$ cat src/core/uart_rx_pkg.sv
// shared constants and types for the receive status block
package uart_rx_pkg;
   // register byte offsets
   localparam logic [7:0] OFF_STATUS = 8'h00;
   localparam logic [7:0] OFF_CONFIG = 8'h04;
   localparam logic [7:0] OFF_DATA = 8'h08;
   localparam logic [7:0] OFF_IRQ_STATUS = 8'h0c;
   localparam logic [7:0] OFF_IRQ_MASK = 8'h10;
   // status and control field positions
   localparam int BIT_AVAIL = 0;
   localparam int BIT_OVERRUN = 1;
   localparam int BIT_FRAME = 2;
   localparam int BIT_PARITY = 3;
   localparam int BIT_IDLE = 4;
   localparam int BIT_ADDR_EN = 5;
   // configuration field positions
   localparam int CFG_ENABLE = 0;
   localparam int CFG_MODE_LO = 1;
   localparam int CFG_DIV_LO = 16;
   // interrupt status and mask layout
   localparam int IRQ_RX = 0;
   localparam int IRQ_OVERRUN = 1;
   localparam int IRQ_FRAME = 2;
   localparam int IRQ_PARITY = 3;
   localparam int IRQ_W = 4;
   // timing: clock rate and default line rate
   localparam int CLK_HZ = 20_000_000;
   localparam int BAUD_DEFAULT = 115_200;
   localparam logic [15:0] DIV_RESET = 16'(CLK_HZ / BAUD_DEFAULT);
   localparam logic [15:0] DIV_MIN = 16'h0004;
   localparam logic ENABLE_RESET = 1'b1;
   localparam logic ADDR_EN_RESET = 1'b0;
   localparam logic [IRQ_W-1:0] IRQ_MASK_RESET = 4'h0;
   // character format selected by software
   typedef enum logic [1:0] {MODE_8N, MODE_8E, MODE_8O, MODE_9N} mode_e;
endpackage

$ cat src/core/rx_link_if.sv
// link between the receive shifter and the status logic
`timescale 1ns/10ps
interface rx_link_if;
   import uart_rx_pkg::*;
   logic valid;
   logic [8:0] data;
   logic parityErr;
   logic frameErr;
   logic idle;
   logic enable;
   logic flush;
   mode_e mode;
   logic [15:0] divisor;
   modport rcv (input enable, flush, mode, divisor,
      output valid, data, parityErr, frameErr, idle);
   modport host (output enable, flush, mode, divisor,
      input valid, data, parityErr, frameErr, idle);
endinterface

$ cat src/core/uart_rx_fifo.sv
// receive character fifo with flush
`timescale 1ns/10ps
module uart_rx_fifo #(
   parameter int WIDTH = 11,
   parameter int DEPTH = 4
) (
   input wire logic clk,
   input wire logic reset_n,
   input wire logic push,
   input wire logic [WIDTH-1:0] din,
   input wire logic pop,
   input wire logic flush,
   output logic [WIDTH-1:0] dout,
   output logic empty,
   output logic full
);
   localparam int AW = (DEPTH > 1) ? $clog2(DEPTH) : 1;
   generate
      if (DEPTH < 2 || (1 << AW) != DEPTH) begin : g_bad_depth
         $error("fifo depth must be a power of two, at least 2");
      end
   endgenerate
   logic [WIDTH-1:0] mem [DEPTH];
   logic [AW:0] wrPtr;
   logic [AW:0] rdPtr;
   // pointers carry one extra bit to tell full from empty
   assign empty = (wrPtr == rdPtr);
   assign full = (wrPtr[AW] != rdPtr[AW]) && (wrPtr[AW-1:0] == rdPtr[AW-1:0]);
   assign dout = mem[rdPtr[AW-1:0]];
   // pointer update; flush discards everything stored
   always_ff @(posedge clk or negedge reset_n) begin
      if (!reset_n) begin
         wrPtr <= '0;
         rdPtr <= '0;
      end else if (flush) begin
         wrPtr <= '0;
         rdPtr <= '0;
      end else begin
         if (push && !full) wrPtr <= wrPtr + 1'b1;
         if (pop && !empty) rdPtr <= rdPtr + 1'b1;
      end
   end
   // storage has no reset, entries are only read once written
   always_ff @(posedge clk) begin
      if (push && !full && !flush) mem[wrPtr[AW-1:0]] <= din;
   end
endmodule

$ cat src/core/uart_rx_shifter.sv
// receive shift register: start, data, parity and stop detection
`timescale 1ns/10ps
module uart_rx_shifter (
   input wire logic clk,
   input wire logic reset_n,
   input wire logic rxPin,
   rx_link_if.rcv link
);
   import uart_rx_pkg::*;
   typedef enum {S_IDLE, S_START, S_DATA, S_PARITY, S_STOP} rx_state_e;
   rx_state_e state;
   logic rxMeta;
   logic rxSync;
   logic [15:0] tick;
   logic [3:0] bitIdx;
   logic [8:0] shift;
   logic parAcc;
   logic parBad;
   logic [3:0] lastBit;
   logic hasParity;
   // the pin is asynchronous, two flops before any use
   always_ff @(posedge clk or negedge reset_n) begin
      if (!reset_n) begin
         rxMeta <= 1'b1;
         rxSync <= 1'b1;
      end else begin
         rxMeta <= rxPin;
         rxSync <= rxMeta;
      end
   end
   assign lastBit = (link.mode == MODE_9N) ? 4'h8 : 4'h7;
   assign hasParity = (link.mode == MODE_8E) || (link.mode == MODE_8O);
   assign link.idle = (state == S_IDLE);
   // bit timing: half a bit to mid start, then one bit per sample
   always_ff @(posedge clk or negedge reset_n) begin
      if (!reset_n) begin
         state <= S_IDLE;
         tick <= '0;
         bitIdx <= '0;
         shift <= '0;
         parAcc <= 1'b0;
         parBad <= 1'b0;
         link.valid <= 1'b0;
         link.data <= '0;
         link.parityErr <= 1'b0;
         link.frameErr <= 1'b0;
      end else if (link.flush || !link.enable) begin
         state <= S_IDLE;
         link.valid <= 1'b0;
      end else begin
         link.valid <= 1'b0;
         if (state != S_IDLE && tick != 16'h0000) begin
            tick <= tick - 16'h0001;
         end else begin
            case (state)
               S_IDLE: begin
                  if (!rxSync) begin
                     state <= S_START;
                     tick <= link.divisor >> 1;
                  end
               end
               S_START: begin
                  // a glitch shorter than half a bit is not a start
                  state <= rxSync ? S_IDLE : S_DATA;
                  tick <= link.divisor - 16'h0001;
                  bitIdx <= '0;
                  shift <= '0;
                  parAcc <= 1'b0;
                  parBad <= 1'b0;
               end
               S_DATA: begin
                  shift[bitIdx] <= rxSync;
                  parAcc <= parAcc ^ rxSync;
                  tick <= link.divisor - 16'h0001;
                  bitIdx <= bitIdx + 4'h1;
                  if (bitIdx == lastBit) state <= hasParity ? S_PARITY : S_STOP;
               end
               S_PARITY: begin
                  parBad <= (parAcc ^ rxSync) != (link.mode == MODE_8O);
                  tick <= link.divisor - 16'h0001;
                  state <= S_STOP;
               end
               S_STOP: begin
                  link.valid <= 1'b1;
                  link.data <= shift;
                  link.parityErr <= parBad;
                  link.frameErr <= !rxSync;
                  state <= S_IDLE;
               end
               default: state <= S_IDLE;
            endcase
         end
      end
   end
endmodule

$ cat src/core/uart_rx_status.sv
// receive status and control block with apb access and interrupt
//
// Added by the designer: the register addresses and the APB register port.
`timescale 1ns/10ps
// Functional notes
// - address match enable acts only in 9-bit mode, keying on ninth bit one.
// - idle flag reads one while receiver idle, zero while receiving; writes ignored.
// - parity fault flag shows parity error of the fifo head character; read-only.
// - frame fault flag shows framing error of the fifo head character; read-only.
// - overrun flag set by hardware on buffer overflow, held until software clears.
// - clearing a set overrun flag empties the buffer and the shift register.
// - software can only clear the overrun flag; writing one is ignored.
// - data available flag reads one while the buffer holds an unread character.
module uart_rx_status #(
   parameter int FIFO_DEPTH = 4
) (
   input wire logic clk,
   input wire logic reset_n,
   input wire logic psel,
   input wire logic penable,
   input wire logic pwrite,
   input wire logic [7:0] paddr,
   input wire logic [31:0] pwdata,
   output logic [31:0] prdata,
   output logic pready,
   output logic pslverr,
   input wire logic rxPin,
   output logic irq
);
   import uart_rx_pkg::*;
   localparam int ENTRY_W = 11;

   // true for every offset that a register answers at
   function automatic logic isMapped(input logic [7:0] addr);
      return (addr == OFF_STATUS) || (addr == OFF_CONFIG) || (addr == OFF_DATA) ||
         (addr == OFF_IRQ_STATUS) || (addr == OFF_IRQ_MASK);
   endfunction

   rx_link_if link ();

   logic rxEnable;
   mode_e mode;
   logic [15:0] divisor;
   logic addrEnable;
   logic overrun;
   logic [IRQ_W-1:0] irqStatus;
   logic [IRQ_W-1:0] irqMask;
   logic setupPhase;
   logic wrAccess;
   logic rdAccess;
   logic nineBit;
   logic addrDetect;
   logic keepChar;
   logic push;
   logic pop;
   logic overrunEvt;
   logic overrunClear;
   logic fifoEmpty;
   logic fifoFull;
   logic [ENTRY_W-1:0] head;
   logic headParityBad;
   logic headFrameBad;
   logic [31:0] statusWord;
   logic [31:0] next_prdata;
   logic [IRQ_W-1:0] irqEvents;
   logic [15:0] wrDivisor;

   uart_rx_shifter u_shifter (
      .clk(clk),
      .reset_n(reset_n),
      .rxPin(rxPin),
      .link(link.rcv)
   );

   uart_rx_fifo #(
      .WIDTH(ENTRY_W),
      .DEPTH(FIFO_DEPTH)
   ) u_fifo (
      .clk(clk),
      .reset_n(reset_n),
      .push(push),
      .din({link.frameErr, link.parityErr, link.data}),
      .pop(pop),
      .flush(overrunClear),
      .dout(head),
      .empty(fifoEmpty),
      .full(fifoFull)
   );

   // apb phases; the slave never inserts wait states
   assign setupPhase = psel && !penable;
   assign wrAccess = psel && penable && pwrite;
   assign rdAccess = psel && penable && !pwrite;
   assign pready = 1'b1;
   assign pslverr = psel && penable && !isMapped(paddr);

   // settings handed to the shifter
   assign link.enable = rxEnable;
   assign link.mode = mode;
   assign link.divisor = divisor;
   assign link.flush = overrunClear;

   assign nineBit = (mode == MODE_9N);
   assign addrDetect = addrEnable && nineBit;

   assign keepChar = link.valid && (!addrDetect || link.data[8]);

   // a full buffer refuses the new character and flags overrun
   assign push = keepChar && !fifoFull;
   assign overrunEvt = keepChar && fifoFull;

   // one to zero transition of overrun
   // a new overrun in the same cycle wins, so no clear and no flush then
   assign overrunClear = wrAccess && (paddr == OFF_STATUS) && !pwdata[BIT_OVERRUN] &&
      overrun && !overrunEvt;

   // reading the data register consumes the head character
   assign pop = rdAccess && (paddr == OFF_DATA) && !fifoEmpty;

   assign headParityBad = head[9] && !fifoEmpty;
   assign headFrameBad = head[10] && !fifoEmpty;

   // status word; unimplemented bits read as zero
   always_comb begin
      statusWord = '0;
      statusWord[BIT_AVAIL] = !fifoEmpty;
      statusWord[BIT_OVERRUN] = overrun;
      statusWord[BIT_FRAME] = headFrameBad;
      statusWord[BIT_PARITY] = headParityBad;
      statusWord[BIT_IDLE] = link.idle;
      statusWord[BIT_ADDR_EN] = addrEnable;
   end

   // read mux; sampled in the setup cycle so prdata is a flop in access
   always_comb begin
      next_prdata = '0;
      case (paddr)
         OFF_STATUS: next_prdata = statusWord;
         OFF_CONFIG: begin
            next_prdata[CFG_ENABLE] = rxEnable;
            next_prdata[CFG_MODE_LO +: 2] = mode;
            next_prdata[CFG_DIV_LO +: 16] = divisor;
         end
         OFF_DATA: next_prdata[8:0] = fifoEmpty ? 9'h000 : head[8:0];
         OFF_IRQ_STATUS: next_prdata[IRQ_W-1:0] = irqStatus;
         OFF_IRQ_MASK: next_prdata[IRQ_W-1:0] = irqMask;
         default: next_prdata = '0;
      endcase
   end

   // read data register, loaded at setup and held through access
   always_ff @(posedge clk or negedge reset_n) begin
      if (!reset_n) begin
         prdata <= '0;
      end else if (setupPhase && !pwrite) begin
         prdata <= next_prdata;
      end
   end

   // too small a divisor leaves no room for mid-bit sampling
   assign wrDivisor = (pwdata[CFG_DIV_LO +: 16] < DIV_MIN) ? DIV_MIN :
      pwdata[CFG_DIV_LO +: 16];

   // configuration register
   always_ff @(posedge clk or negedge reset_n) begin
      if (!reset_n) begin
         rxEnable <= ENABLE_RESET;
         mode <= MODE_8N;
         divisor <= DIV_RESET;
      end else if (wrAccess && (paddr == OFF_CONFIG)) begin
         rxEnable <= pwdata[CFG_ENABLE];
         mode <= mode_e'(pwdata[CFG_MODE_LO +: 2]);
         divisor <= wrDivisor;
      end
   end

   // address match enable is the only plain writable status bit
   always_ff @(posedge clk or negedge reset_n) begin
      if (!reset_n) begin
         addrEnable <= ADDR_EN_RESET;
      end else if (wrAccess && (paddr == OFF_STATUS)) begin
         addrEnable <= pwdata[BIT_ADDR_EN];
      end
   end

   // only a clear is honoured, a written one changes nothing
   always_ff @(posedge clk or negedge reset_n) begin
      if (!reset_n) begin
         overrun <= 1'b0;
      end else if (overrunEvt) begin
         overrun <= 1'b1;
      end else if (overrunClear) begin
         overrun <= 1'b0;
      end
   end

   // events feeding the interrupt status
   always_comb begin
      irqEvents = '0;
      irqEvents[IRQ_RX] = push;
      irqEvents[IRQ_OVERRUN] = overrunEvt;
      irqEvents[IRQ_FRAME] = push && link.frameErr;
      irqEvents[IRQ_PARITY] = push && link.parityErr;
   end

   // sticky interrupt status, write one to clear, events win over clear
   always_ff @(posedge clk or negedge reset_n) begin
      if (!reset_n) begin
         irqStatus <= '0;
      end else if (wrAccess && (paddr == OFF_IRQ_STATUS)) begin
         irqStatus <= (irqStatus & ~pwdata[IRQ_W-1:0]) | irqEvents;
      end else begin
         irqStatus <= irqStatus | irqEvents;
      end
   end

   // interrupt mask register
   always_ff @(posedge clk or negedge reset_n) begin
      if (!reset_n) begin
         irqMask <= IRQ_MASK_RESET;
      end else if (wrAccess && (paddr == OFF_IRQ_MASK)) begin
         irqMask <= pwdata[IRQ_W-1:0];
      end
   end

   // level interrupt; a flop so the pin never glitches
   always_ff @(posedge clk or negedge reset_n) begin
      if (!reset_n) begin
         irq <= 1'b0;
      end else begin
         irq <= |((irqStatus | irqEvents) & irqMask);
      end
   end
endmodule

$ cat config.mk
export PLATFORM = sky130hd
export DESIGN_NAME = uart_rx_status
export DESIGN_NICKNAME = d
export VERILOG_FILES = /design/src/core/uart_rx_pkg.sv /design/src/core/rx_link_if.sv /design/src/core/uart_rx_fifo.sv /design/src/core/uart_rx_shifter.sv /design/src/core/uart_rx_status.sv
export SDC_FILE = /design/constraint.sdc
export NUM_CORES = 1
export LEC_CHECK = 0
export ABC_AREA = 1
export BUFFER_PORTS_ARGS = -buffer_cell sky130_fd_sc_hd__buf_2
export CAP_MARGIN = 20
export CELL_PAD_IN_SITES_DETAIL_PLACEMENT = 1
export CELL_PAD_IN_SITES_GLOBAL_PLACEMENT = 2
export CORE_ASPECT_RATIO = 0.9
export CORE_MARGIN = 10
export CORE_UTILIZATION = 36
export DETAILED_ROUTE_END_ITERATION = 10
export PLACE_DENSITY = 0.88
export SKIP_LAST_GASP = 1
export SLEW_MARGIN = 20
export SYNTH_ARGS = -nofsm -noshare
export SYNTH_HDL_FRONTEND = slang
export SYNTH_SLANG_ARGS = --single-unit
$ cat constraint.sdc
create_clock -name clk -period 2.35 [get_ports clk]
set_input_delay 0.235 -clock clk [delete_from_list [all_inputs] [get_ports clk]]
set_output_delay 0.235 -clock clk [all_outputs]
set_load 0.01 [all_outputs]
==> results.py, run 1 <==
metrics = {
    "status": {
        "status": "finished clean",
    },
    "clock_tree": {
        "root_buffer": "clkbuf_16",
        "cts_max_level": 4,
        "numCtsBuffers": 17,
        "clkSlewWorstSetupHoldPaths_ps": 70,
        "clock_latency_ps": 440,
        "max-clock-path-buffers": 2,
        "cts.sinks": 153,
        "cts_tree": "done",
    },
    "setup_path": {
        "worstPathMaxFanout": 11,
        "reg2reg_depth": 9,
        "reg2reg_slack_ps": 190,
        "rr_endpoint": "u_fifo.mem[0][7]$_DFFE_PP_",
        "worst_ep_required_time_ps": 2530,
        "cp-end-kind": "register",
        "worstSetupPathType": "reg2reg",
        "reg2reg_from": "link.mode[0]$_DFFE_PN0P_",
        "cp-start-kind": "register",
        "worst_ep_arrival_time_ps": 2340,
    },
    "global_routing": {
        "grt_max_degree": 43,
        "grt_pass1_wl_um": 36600,
        "antenna_found_initial": 0,
        "grt.total_usage_pct": 16.0,
        "grt_pass1_vias": 6819,
        "grt.overflow.total": 0,
    },
    "synthesis": {
        "netlist_instances": 957,
        "yosys_warnings": 0,
        "yosysUniqueCellTypes": 44,
        "syn-cell-area_um2": 7890,
        "yosysSeqAreaShare_pct": 51.5,
        "ys_ff_latch": 153,
        "avgSynthCellArea_um2": 8.24,
        "ys.flop_type": "dfrtp_1",
        "synth_edf_count": 44,
        "async_flop_share_pct": 71.2,
    },
    "pwr": {
        "p_clk_share_pct": 33.0,
        "p_leak_uw": 0.00432,
        "p_seq_share_pct": 38.3,
        "power_frac_comb_pct": 28.7,
        "p_sw_uw": 3100,
        "ir_worst_vdd_mv": 0.574,
        "swShare_pct": 37.4,
        "power.density_nw_per_um2": 900,
        "p_int_uw": 5180,
    },
    "finish": {
        "areaGrowthSynthToFinish_pct": 16.6,
        "layout_commonest_cell": "nand2_1",
        "layout-drive-gt1-share_pct": 15.0,
        "nets": 1091,
        "n_antenna_cell": 0,
        "mostFrequentLayoutCells": "nand2_1 (304), dfrtp_1 (101), nor2_1 (99)",
    },
    "timing": {
        "fin_setup_tns_ps": 0,
        "relSlewSlack_pct": 65.1,
        "finClkSkew_ps": 10.8,
        "slew_violations": 0,
        "setup_viol": 0,
        "finalCritPeriodShare_pct": 91.8,
        "fmax_ghz": 0.463,
        "worst_slew_pin_slew_ps": 523,
        "fin_hold_ws_ps": 34.9,
        "rsz0062_at_grt": "false",
        "finalHoldViolCount": 0,
        "fin_crit_ps": 2160,
    },
    "route": {
        "via_per_inst": 4.99,
        "drc": 0,
        "wl_met3_um": 907,
        "postRouteAntennaNets": 0,
        "wl_per_cell_um": 16.9,
        "drt-initial-drc-count": 416,
        "routed.top_layer": "met4",
        "routed_wl_um": 22500,
        "first_pass_iters": 4,
        "wl_met1_um": 11200,
        "vias": 6671,
        "dr_wl_met2_um": 10100,
    },
    "worst_hold_path": {
        "hp-class": "in2reg",
        "holdCritStartpoint": "pwdata[26]",
        "whs_endpoint": "divisor[10]$_DFFE_PN0P_",
        "hold_depth": 3,
    },
    "place": {
        "port_buffers": 61,
        "place_hpwl_um": 16700,
        "gp_congestion": 0.812,
    },
    "die": {
        "num_rows": 51,
        "ios": 81,
        "die_h_um": 160,
        "die-area_um2": 28200,
        "core-area_um2": 21600,
        "start_util_pct": 36.6,
        "die_x_um": 176,
    },
    "flow_run": {
        "drv_cap": 0,
    },
}
-- metal layers --
| metal | vias up | global-route usage [%] |
|---|---|---|
| met3 | 20 | 2.98 |
| met4 | 0 | 4.51 |
| met5 | - | 0 |
| li1 | 3277 | - |
| met2 | 111 | 24.5 |
| met1 | 3263 | 22.5 |
-- cell usage after synthesis (2+ instances only) --
master / count / share of area, %
nor3_1: 12 / 0.76
nand3_1: 46 / 2.9
inv_1: 74 / 3.5
buf_6: 2 / 0.29
dfrtp_1: 101 / 32
nand3_2: 4 / 0.51
nor2_1: 99 / 4.7
nand3b_1: 2 / 0.19
clkinv_1: 2 / 0.095
o31ai_1: 16 / 1.5
o22ai_1: 6 / 0.48
nand2_2: 2 / 0.16
xor2_1: 17 / 1.9
inv_2: 10 / 0.48
a21oi_1: 19 / 1.2
nand2_1: 304 / 14
a21oi_2: 2 / 0.22
o21ai_0: 85 / 5.4
nor2_2: 2 / 0.16
buf_2: 8 / 0.51
nand4_1: 15 / 1.2
buf_4: 12 / 1.1
conb_1: 2 / 0.095
o211ai_1: 5 / 0.48
edfxtp_1: 44 / 17
ha_1: 13 / 2.1
dfstp_2: 8 / 2.7
mux2_2: 2 / 0.29
nor4_1: 4 / 0.32
xnor2_1: 3 / 0.33
o21ai_1: 2 / 0.13
nor2_4: 5 / 0.71
clkbuf_1: 15 / 0.71
or2_2: 2 / 0.16
a32o_1: 3 / 0.38
-- state kept, by name, summed over array words and instances, names as in the netlist, 2 cells and up --
signal / count
u_shifter.bitIdx: 4
u_shifter.shift: 9
u_fifo.rdPtr: 3
u_shifter.state: 3
link.mode: 2
u_shifter.tick: 16
irqMask: 4
divisor: 16
u_fifo.mem: 44
u_shifter.link.data: 9
irqStatus: 4
u_fifo.wrPtr: 3
prdata: 25
-- worst max-delay path, cell delays in order (launching register included) --
cell	delay (ps)
dfrtp_1	380
ha_1	290
nand2_1	90
o21ai_1	260
inv_1	100
nand3_1	170
nand3_2	180
nand2_1	180
nor2_1	60
buf_4	200
-- area by class of cell --
| cell class | instances | area (um^2) |
|---|---|---|
| fillers | 2655 | 12400 |
| flip-flops and latches | 153 | 4060 |
| multi-input cells | 686 | 3320 |
| repair buffers | 87 | 533 |
| clock buffers | 17 | 425 |
| well taps | 291 | 364 |
| inverters | 87 | 329 |
| clock inverters | 15 | 169 |
-- logic make-up after synthesis --
group / after synthesis / share of synthesized area (%)
DFF: 153 / 51.5
xor gates and xnor gates: 20 / 2.22
and+or+nand+nor: 500 / 26.7
other: 2 / 0.0952
buffers and inverters: 124 / 6.82
AOI/OAI and AO/OA: 143 / 10.3
adders and majority gates: 13 / 2.06
muxes: 2 / 0.286
-- power groups by stage --
stage / Clock, uW / Combinational [uW] / Sequential (uW)
final: 2730 / 2370 / 3170
after global routing: 2890 / 2720 / 3210
after global placement: 0 / 2300 / 3220
after detailed placement: 0 / 2370 / 3220
after floorplan: 0 / 1710 / 3170
after CTS: 2790 / 2390 / 3170
-- how the worst max path moves through the flow --
stage / start / endpoint / depth (start not counted)
floorplan: link.mode[0]$_DFFE_PN0P_ / u_fifo.mem[0][0]$_DFFE_PP_ / 8
global placement: link.mode[0]$_DFFE_PN0P_ / u_fifo.mem[0][6]$_DFFE_PP_ / 9
detailed placement: link.mode[0]$_DFFE_PN0P_ / u_fifo.mem[0][2]$_DFFE_PP_ / 9
CTS: u_shifter.tick[0]$_DFFE_PN0P_ / u_shifter.link.data[4]$_DFFE_PN0P_ / 10
global route: link.mode[0]$_DFFE_PN0P_ / u_fifo.mem[0][10]$_DFFE_PP_ / 9
finish: link.mode[0]$_DFFE_PN0P_ / u_fifo.mem[0][7]$_DFFE_PP_ / 9
-- repair_timing --
action | in CTS | in global routing
hold buffers | 2 | 0
endpoints found under the setup margin | 0 | 10
setup buffers | 0 | 1
resized for setup | 0 | 1
hold endpoints to repair | 31 | 0
-- per-stage QoR --
stage	std cells	power [uW]	utilization (%)	instance area (um^2)	worst slack, ps
2_1_floorplan	963	4890	-	7910	303
3_3_place_gp	1301	5520	39.7	8570	258
3_5_place_dp	1301	5590	39.7	8570	209
4_1_cts	1335	8350	42.6	9180	186
5_1_grt	1336	8820	42.6	9200	62.9
6_report	1336	8280	42.6	9200	192
Note: power is estimated with default switching activity, not from simulation.
==> run 2, diff against run 1 <==
- clock period: 2.35 -> 2.1 ns (I/O delays scaled with it)
==> results.py, run 2 (same netlist as run 1, synthesis figures left out) <==
metrics = {
    "status": {
        "status": "finished clean",
    },
    "finish": {
        "layout-drive-gt1-share_pct": 18.9,
        "finalNonFillerCells": 1372,
        "n_antenna_cell": 0,
        "nets": 1127,
        "areaGrowthSynthToFinish_pct": 21.6,
        "mostFrequentLayoutCells": "nand2_1 (303), dfrtp_1 (99), nor2_1 (95)",
        "layout_commonest_cell": "nand2_1",
        "final_area_um2": 9590,
        "largest_reg_flops": 44,
    },
    "timing": {
        "worst_slew_pin_slew_ps": 544,
        "finClkSkew_ps": 15.7,
        "finalHoldViolCount": 0,
        "fin_crit_ps": 2050,
        "fin_setup_tns_ps": 0,
        "setup_viol": 0,
        "fmax_ghz": 0.488,
        "relSlewSlack_pct": 63.8,
        "rsz0062_at_grt": "true",
        "finalCritPeriodShare_pct": 97.6,
        "slew_violations": 0,
    },
    "pwr": {
        "power.density_nw_per_um2": 994,
        "p_clk_share_pct": 32.6,
        "power_uw": 9530,
        "p_leak_uw": 0.00450,
        "p_sw_uw": 3640,
        "swShare_pct": 38.2,
        "p_int_uw": 5890,
        "power_frac_comb_pct": 30.1,
        "ir_worst_vdd_mv": 0.538,
        "p_seq_share_pct": 37.3,
    },
    "setup_path": {
        "worst_ep_arrival_time_ps": 2170,
        "reg2reg_slack_ps": 50,
        "rr_endpoint": "u_fifo.mem[0][0]$_DFFE_PP_",
        "cp-start-kind": "register",
        "worstSetupStartpoint": "link.mode[0]$_DFFE_PN0P_",
        "crit_end": "u_fifo.mem[0][0]$_DFFE_PP_",
        "cp-end-kind": "register",
        "reg2reg_depth": 9,
        "worstPathMaxFanout": 11,
        "reg2reg_from": "link.mode[0]$_DFFE_PN0P_",
        "worst_ep_required_time_ps": 2220,
        "worstSetupPathType": "reg2reg",
    },
    "clock_tree": {
        "cts_max_level": 4,
        "clkSlewWorstSetupHoldPaths_ps": 80,
        "max-clock-path-buffers": 2,
        "cts_tree": "done",
        "root_buffer": "clkbuf_16",
        "cts.sinks": 153,
        "clock_latency_ps": 430,
        "numCtsBuffers": 17,
    },
    "route": {
        "postRouteAntennaNets": 0,
        "via_per_inst": 4.97,
        "wl_per_cell_um": 17.5,
        "first_pass_iters": 5,
        "routed_wl_um": 24100,
        "drc": 0,
        "vias": 6814,
        "drt-initial-drc-count": 416,
    },
    "flow_run": {
        "drv_cap": 0,
    },
    "die": {
        "die_h_um": 160,
        "start_util_pct": 36.6,
        "die_x_um": 176,
        "num_rows": 51,
        "core-area_um2": 21600,
        "ios": 81,
        "die-area_um2": 28200,
    },
    "global_routing": {
        "grt.overflow.total": 0,
        "antenna_found_initial": 0,
        "grt.total_usage_pct": 17.1,
        "grt_pass1_vias": 7267,
        "grt_pass1_wl_um": 39000,
        "grt_max_degree": 41,
    },
    "place": {
        "place_hpwl_um": 17500,
        "port_buffers": 61,
        "placed_area_um2": 8820,
        "dp_cells": 1331,
        "gp_congestion": 0.802,
    },
    "worst_hold_path": {
        "hp-class": "in2reg",
    },
}
run 2: worst min path at each step:
stage	endpoint	start	cells past startpoint	slack, ps
final	divisor[6]$_DFFE_PN0P_	pwdata[22]	3	10
after detailed placement	prdata[27]$_DFFE_PN0P_	reset_n	1	220
after global routing	divisor[2]$_DFFE_PN1P_	pwdata[18]	3	30
after floorplan	addrEnable$_DFFE_PN0N_	reset_n	0	-90
after CTS	divisor[6]$_DFFE_PN0P_	pwdata[22]	3	6
after global placement	prdata[23]$_DFFE_PN0P_	reset_n	1	210
run 2: metrics by stage:
| stage | hold WS, ps | setup WS, ps | util (%) |
|---|---|---|---|
| 2_1_floorplan | -85.6 | 53.1 | - |
| 3_3_place_gp | 214 | -177 | 40.9 |
| 3_5_place_dp | 220 | -363 | 40.9 |
| 4_1_cts | 6.13 | -118 | 43.8 |
| 5_1_grt | 32.7 | -75.6 | 44.5 |
| 6_report | 10.8 | 50.9 | 44.5 |
run 2: cell type report:
cell class	count	area, um^2
clock buffers	17	425
clock inverters	15	171
fillers	2620	12000
inverters	87	338
multi-input cells	687	3380
flip-flops and latches	153	4060
well taps	291	364
repair buffers	122	850
run 2: what timing repair did:
item	in CTS	in global routing
setup buffers	0	6
cloned	0	1
gates resized for setup	4	16
endpoints found under the setup margin	33	69
pin swaps	0	3
hold buffers	2	0
hold endpoints to repair	32	0
run 2: power groups by stage:
stage / clock network [uW] / registers (uW) / logic, uW
floorplan: 0 / 3550 / 1920
global placement: 0 / 3600 / 2710
detailed placement: 0 / 3610 / 2770
CTS: 3140 / 3550 / 2810
global route: 3290 / 3590 / 3250
finish: 3110 / 3560 / 2870
run 2: metal layers:
layer,wire (um),up-vias,GRT usage [%]
met3,791,27,2.74
met4,397,2,4.85
met2,11000,117,26.8
li1,-,3347,-
met5,62,-,1.81
met1,11800,3321,23.7
run 2: worst max-delay path: stages (launching register included):
cell	delay (ps)
dfrtp_1	390
ha_1	230
nand2_1	70
o21ai_1	70
inv_1	100
nand3_1	130
nand3_2	140
nand2_1	180
nor2_1	160
buf_4	250
